<file path="config.mk">
export PLATFORM = sky130hd
export DESIGN_NAME = gdl_port
export DESIGN_NICKNAME = d
export VERILOG_FILES = /design/src/gdl_port.v /design/src/gdl_sync.v
export VERILOG_INCLUDE_DIRS = /design/src
export SDC_FILE = /design/constraint.sdc
export NUM_CORES = 1
export LEC_CHECK = 0
export BUFFER_PORTS_ARGS = -buffer_cell sky130_fd_sc_hd__buf_2
export CAP_MARGIN = 10
export CORE_ASPECT_RATIO = 0.75
export CORE_MARGIN = 3
export CORE_UTILIZATION = 44
export DETAILED_ROUTE_END_ITERATION = 10
export PLACE_DENSITY = 0.95
export RECOVER_POWER = 50
export SYNTH_ARGS = -nofsm -noshare
export SYNTH_HDL_FRONTEND = slang
export SYNTH_SLANG_ARGS = --single-unit
export TNS_END_PERCENT = 1
</file>
<file path="constraint.sdc">
create_clock -name clk_sys -period 2.85 [get_ports clk_sys]
set_clock_uncertainty 0.15 [all_clocks]
set_input_delay 0.285 -clock clk_sys [delete_from_list [all_inputs] [get_ports clk_sys]]
set_output_delay 0.285 -clock clk_sys [all_outputs]
set_load 0.05 [all_outputs]
</file>
<file path="src/gdl_regs.vh">
// Function
// - bits 7 to 4 choose per pin direction, 0 input, 1 output.
// - output pin with level bit 1 turns pulldown on, pin low.
// - output pin with level bit 0 leaves pin undriven; never driven high.
// - input pin level bit shows sampled pin, 0 low, 1 high.
// - writes skip level bits of input pins; output pin bits still update.
`ifndef GDL_REGS_VH
`define GDL_REGS_VH

// ----------------------------------------------------------------------
// register map
// ----------------------------------------------------------------------
`define GDL_ADDR_W          4
`define GDL_OFF_DIR_LEVEL   4'h0
`define GDL_OFF_RAW_PINS    4'h4

// ----------------------------------------------------------------------
// field layout and reset
// ----------------------------------------------------------------------
`define GDL_PINS            4
`define GDL_DIR_MSB         7
`define GDL_DIR_LSB         4
`define GDL_LEVEL_MSB       3
`define GDL_LEVEL_LSB       0
`define GDL_RESET_VALUE     8'h00

`endif

</file>
<file path="src/gdl_port.v">
// The address map and the Wishbone register port were chosen for this implementation.
`timescale 1ns/100ps
`include "gdl_regs.vh"
// ----------------------------------------------------------------------
// four pin direction and level port, classic wishbone slave
// ----------------------------------------------------------------------
module gdl_port
(
  input  wire        clk_sys,
  input  wire        reset_n,
  input  wire        wb_cyc_i,
  input  wire        wb_stb_i,
  input  wire        wb_we_i,
  input  wire [3:0]  wb_adr_i,
  input  wire [31:0] wb_dat_i,
  input  wire [3:0]  wb_sel_i,
  output reg  [31:0] wb_dat_o,
  output reg         wb_ack_o,
  output reg         wb_err_o,
  input  wire [3:0]  pin_in,
  output reg  [3:0]  pin_out,
  output reg  [3:0]  pin_oe_n
);

  // ----------------------------------------------------------------------
  // state
  // ----------------------------------------------------------------------
  reg  [3:0] pin_direction_bits_q;
  reg  [3:0] out_level_q;
  wire [3:0] pin_sync;
  wire [3:0] pin_level_bits;
  wire       req;
  wire       hit_dir;
  wire       hit_raw;
  wire [3:0] wr_level;

  // decode one of our word offsets
  function hit;
    input [3:0] adr;
    input [3:0] off;
    begin
      hit = (adr == off);
    end
  endfunction

  // ----------------------------------------------------------------------
  // pin input synchroniser
  // ----------------------------------------------------------------------
  // sync pins twice
  gdl_sync #(.WIDTH(`GDL_PINS)) u_sync
  (
    .clk_sys  (clk_sys),
    .reset_n  (reset_n),
    .async_in (pin_in),
    .sync_out (pin_sync)
  );

  assign req     = wb_cyc_i & wb_stb_i & ~wb_ack_o & ~wb_err_o;
  assign hit_dir = hit(wb_adr_i, `GDL_OFF_DIR_LEVEL);
  assign hit_raw = hit(wb_adr_i, `GDL_OFF_RAW_PINS);

  assign pin_level_bits = (pin_direction_bits_q & out_level_q)
                        | (~pin_direction_bits_q & pin_sync);

  // input bits ignore writes; direction from same write applies
  assign wr_level = (wb_dat_i[`GDL_DIR_MSB:`GDL_DIR_LSB] & wb_dat_i[3:0])
                  | (~wb_dat_i[`GDL_DIR_MSB:`GDL_DIR_LSB] & out_level_q);

  // ----------------------------------------------------------------------
  // register write
  // ----------------------------------------------------------------------
  // reset clears all
  always @(posedge clk_sys or negedge reset_n)
  begin
    if (!reset_n)
    begin
      pin_direction_bits_q <= 4'h0;
      out_level_q          <= 4'h0;
    end
    else if (req && wb_we_i && hit_dir && wb_sel_i[0])
    begin
      pin_direction_bits_q <= wb_dat_i[`GDL_DIR_MSB:`GDL_DIR_LSB];
      out_level_q          <= wr_level;
    end
  end

  // ----------------------------------------------------------------------
  // bus answer, one cycle after request
  // ----------------------------------------------------------------------
  always @(posedge clk_sys or negedge reset_n)
  begin
    if (!reset_n)
    begin
      wb_ack_o <= 1'b0;
      wb_err_o <= 1'b0;
      wb_dat_o <= 32'h0000_0000;
    end
    else
    begin
      wb_ack_o <= req & (hit_dir | hit_raw);
      wb_err_o <= req & ~(hit_dir | hit_raw);
      if (req && hit_dir)
        wb_dat_o <= {24'h00_0000, pin_direction_bits_q, pin_level_bits};
      else if (req && hit_raw)
        wb_dat_o <= {28'h000_0000, pin_sync};
      else
        wb_dat_o <= 32'h0000_0000;
    end
  end

  // ----------------------------------------------------------------------
  // open drain pins, oe low while pulling down
  // ----------------------------------------------------------------------
  always @(posedge clk_sys or negedge reset_n)
  begin
    if (!reset_n)
    begin
      pin_out  <= 4'h0;
      pin_oe_n <= 4'hF;
    end
    else
    begin
      pin_out  <= 4'h0; // only ever drives low
      pin_oe_n <= ~(pin_direction_bits_q & out_level_q);
    end
  end

endmodule

</file>
<file path="src/gdl_sync.v">
`timescale 1ns/100ps
// ----------------------------------------------------------------------
// two flop synchroniser, per bit
// ----------------------------------------------------------------------
module gdl_sync
#(
  parameter WIDTH = 4
)
(
  input  wire             clk_sys,
  input  wire             reset_n,
  input  wire [WIDTH-1:0] async_in,
  output reg  [WIDTH-1:0] sync_out
);

  reg [WIDTH-1:0] meta_q;

  // first stage feeds only the second
  always @(posedge clk_sys or negedge reset_n)
  begin
    if (!reset_n)
    begin
      meta_q   <= {WIDTH{1'b0}};
      sync_out <= {WIDTH{1'b0}};
    end
    else
    begin
      meta_q   <= async_in;
      sync_out <= meta_q;
    end
  end

endmodule

</file>
==> impl_metrics.ini <==
[outcome]
outcome = completed

[final_layout]
final_layout_size_suffix_gt1_frac = 0.407
antennaDiodeCount = 0
final_cell_mix = 34 x buf_2, 28 x conb_1, 26 x dfrtp_1
final_core_util = 0.574
area_growth_syn_to_layout_pct = 18.1
fillerInstances = 225
final_nets = 200
fin_area_um2 = 1580
fin_cells = 186
mostFrequentLayoutCell = buf_2

[synth]
synth_xor_area_frac = 0
synth_area_um2 = 1330
yosysWarnings = 0
synth_top_family_by_area = simple AND/OR/NAND/NOR gates
synthCells = 105
synth_seq_cells = 30
synth-simple-area-share = 0.169
synth_fa_ha_area_frac = 0
synth_cell_types = 21
ys_seq_area_frac = 0.567
syn_avg_cell_area_um2 = 12.7
synth_compound_area_frac = 0
muxShareOfSynthArea = 0.0976

[timing]
relSlewSlack = 0.0272
finalSetupViolCount = 0
fmax_mhz = 516
hold_ws_ns = 0.0845
worst_pin_slew_ns = 1.46
rsz0062_at_grt = no
layout_setup_ws_ns = 0.914
period_share = 0.679
slew_violations = 0
finalCriticalPeriod_ns = 1.94
finalHoldViolations = 0
fin_setup_tns_ns = 0

[grt]
grt_max_degree = 31
grt_pass1_vias = 802
grt_pass1_wl_mm = 3.71
overflow = 0
antenna_found_initial = 0
track_usage = 0.137

[critical_path]
critPathMaxFanout = 8
path_class = reg2reg
reg2reg_slack_ns = 0.91
r2r_start = wb_err_o
end_kind = flop
critPathSlowestCell = nor4_4
reg2reg_to = pin_direction_bits_q[0]
r2r_cells = 4
crit_required_ns = 2.86
cp_cell_sequence = nand4bb_1 > clkbuf_1 > nor4_4 > mux2_2
critical-path-max-stage-delay_ns = 0.46
cp-start-kind = flop
worst_ep_arrival_time_ns = 1.94

[route]
first_pass_iters = 5
via_per_inst = 4.45
wl_mm = 2.34
ant_nets = 0
drc = 0
drtIter0Drc = 13
wl_per_cell_um = 12.6
dr_total_vias = 827

[clock_tree]
cts_sinks = 30
insertion_delay_ns = 0.27
cts_tree = built
ctsRootBufferMaster = clkbuf_8
cts_max_level = 2
cts_setup_buffers = 0
cts_made_buffers = 5
path_clk_slew_ns = 0.06
clockBufferDepth = 2

[worst_hold_path]
min_from = wb_dat_i[2]
whs_path_depth = 2
hold_class = in2reg

[power_and_ir_drop]
internal-power_uw = 655
max-vdd-ir-drop_uv = 336
leakage_nw = 0.813
power_density_nw_per_um2 = 583
p_seq_frac = 0.489
power_uw = 919
clkPwrFrac = 0.353
sw_frac_of_total = 0.286
pwr-share-comb = 0.159
switchingPower_uw = 263

[place]
portBuffers = 35
place_area_um2 = 1450
hpwl_mm = 1.77
gp_congestion = 0.837
pre_cts_ws_ns = 1.04
dp_cells = 175

[floorplan]
rows = 16
start_util = 0.486
boundaryPins = 91
dieArea_um2 = 3730
core_area_um2 = 2740
die_x_um = 69.6
die_y_um = 53.7

[job]
drv_cap = 0
[cell type report]
type / count / area (µm²) / area share
well taps: 36 / 45.0 / 0.0286
repair buffers: 41 / 228 / 0.145
clock buffers: 6 / 82.6 / 0.0524
multi-input cells: 72 / 460 / 0.292
inverters: 1 / 3.75 / 0.00238
flip-flops and latches: 30 / 756 / 0.480
[routing by layer]
metal | share of wire | global-route usage | vias to the layer above
met2 | 0.49 | 0.206 | 46
met1 | 0.42 | 0.161 | 404
met4 | 0.0090 | 0.101 | 0
met5 | 0 | 0 | -
li1 | - | - | 375
met3 | 0.088 | 0.0578 | 2
[what timing repair did]
| item | in CTS | in global routing |
|---|---|---|
| resized for setup | 0 | 0 |
| hold endpoints to repair | 30 | 0 |
| hold buffers | 5 | 0 |
[cells in the mapped netlist]
library cell / n / area (µm²)
mux2_2: 5 / 56.3
mux2i_1: 4 / 40.0
buf_4: 28 / 210
nor4_4: 1 / 21.3
or3_4: 1 / 11.3
clkbuf_2: 1 / 5.00
nand2_1: 5 / 18.8
nand3_1: 4 / 20.0
nor3_2: 4 / 40.0
or2_2: 1 / 6.26
mux2_1: 3 / 33.8
and2_1: 4 / 25.0
inv_1: 1 / 3.75
nor2_1: 5 / 18.8
nor2b_1: 1 / 6.26
or4_4: 1 / 11.3
and2b_2: 4 / 35.0
dfrtp_1: 26 / 651
conb_1: 1 / 3.75
dfstp_2: 4 / 105
nand4bb_1: 1 / 11.3
[critical path, delay by kind of cell, from the launching register on]
family                 cells  cell delay [ns]
and+or+nand+nor            2             0.65
muxes                      1             0.38
DFF                        1             0.37
buffers and inverters      1             0.27
[cell families after synthesis]
group / after synthesis
buffers and inverters: 30
DFF: 30
muxes: 12
other: 1
and+or+nand+nor: 32
[power groups by stage]
stage / clock network (mW) / logic [mW] / registers, mW
global route: 0.351 / 0.154 / 0.451
CTS: 0.333 / 0.146 / 0.449
detailed placement: 0 / 0.141 / 0.456
floorplan: 0 / 0.132 / 0.461
finish: 0.324 / 0.146 / 0.449
global placement: 0 / 0.138 / 0.455
[how the worst max path moves through the flow]
stage                            from                 endpoint  slack (ns)  cells after the start
after floorplan              wb_err_o  pin_direction_bits_q[0]        0.88                      4
after global placement    wb_adr_i[2]                     flop        1.07                      4
after detailed placement  wb_adr_i[1]  pin_direction_bits_q[0]        1.04                      4
after CTS                    wb_err_o  pin_direction_bits_q[0]        1.04                      4
after global routing          reset_n              wb_dat_o[7]        0.62                      2
final                        wb_err_o  pin_direction_bits_q[0]        0.91                      4
Note: power is estimated with default switching activity, not from simulation.
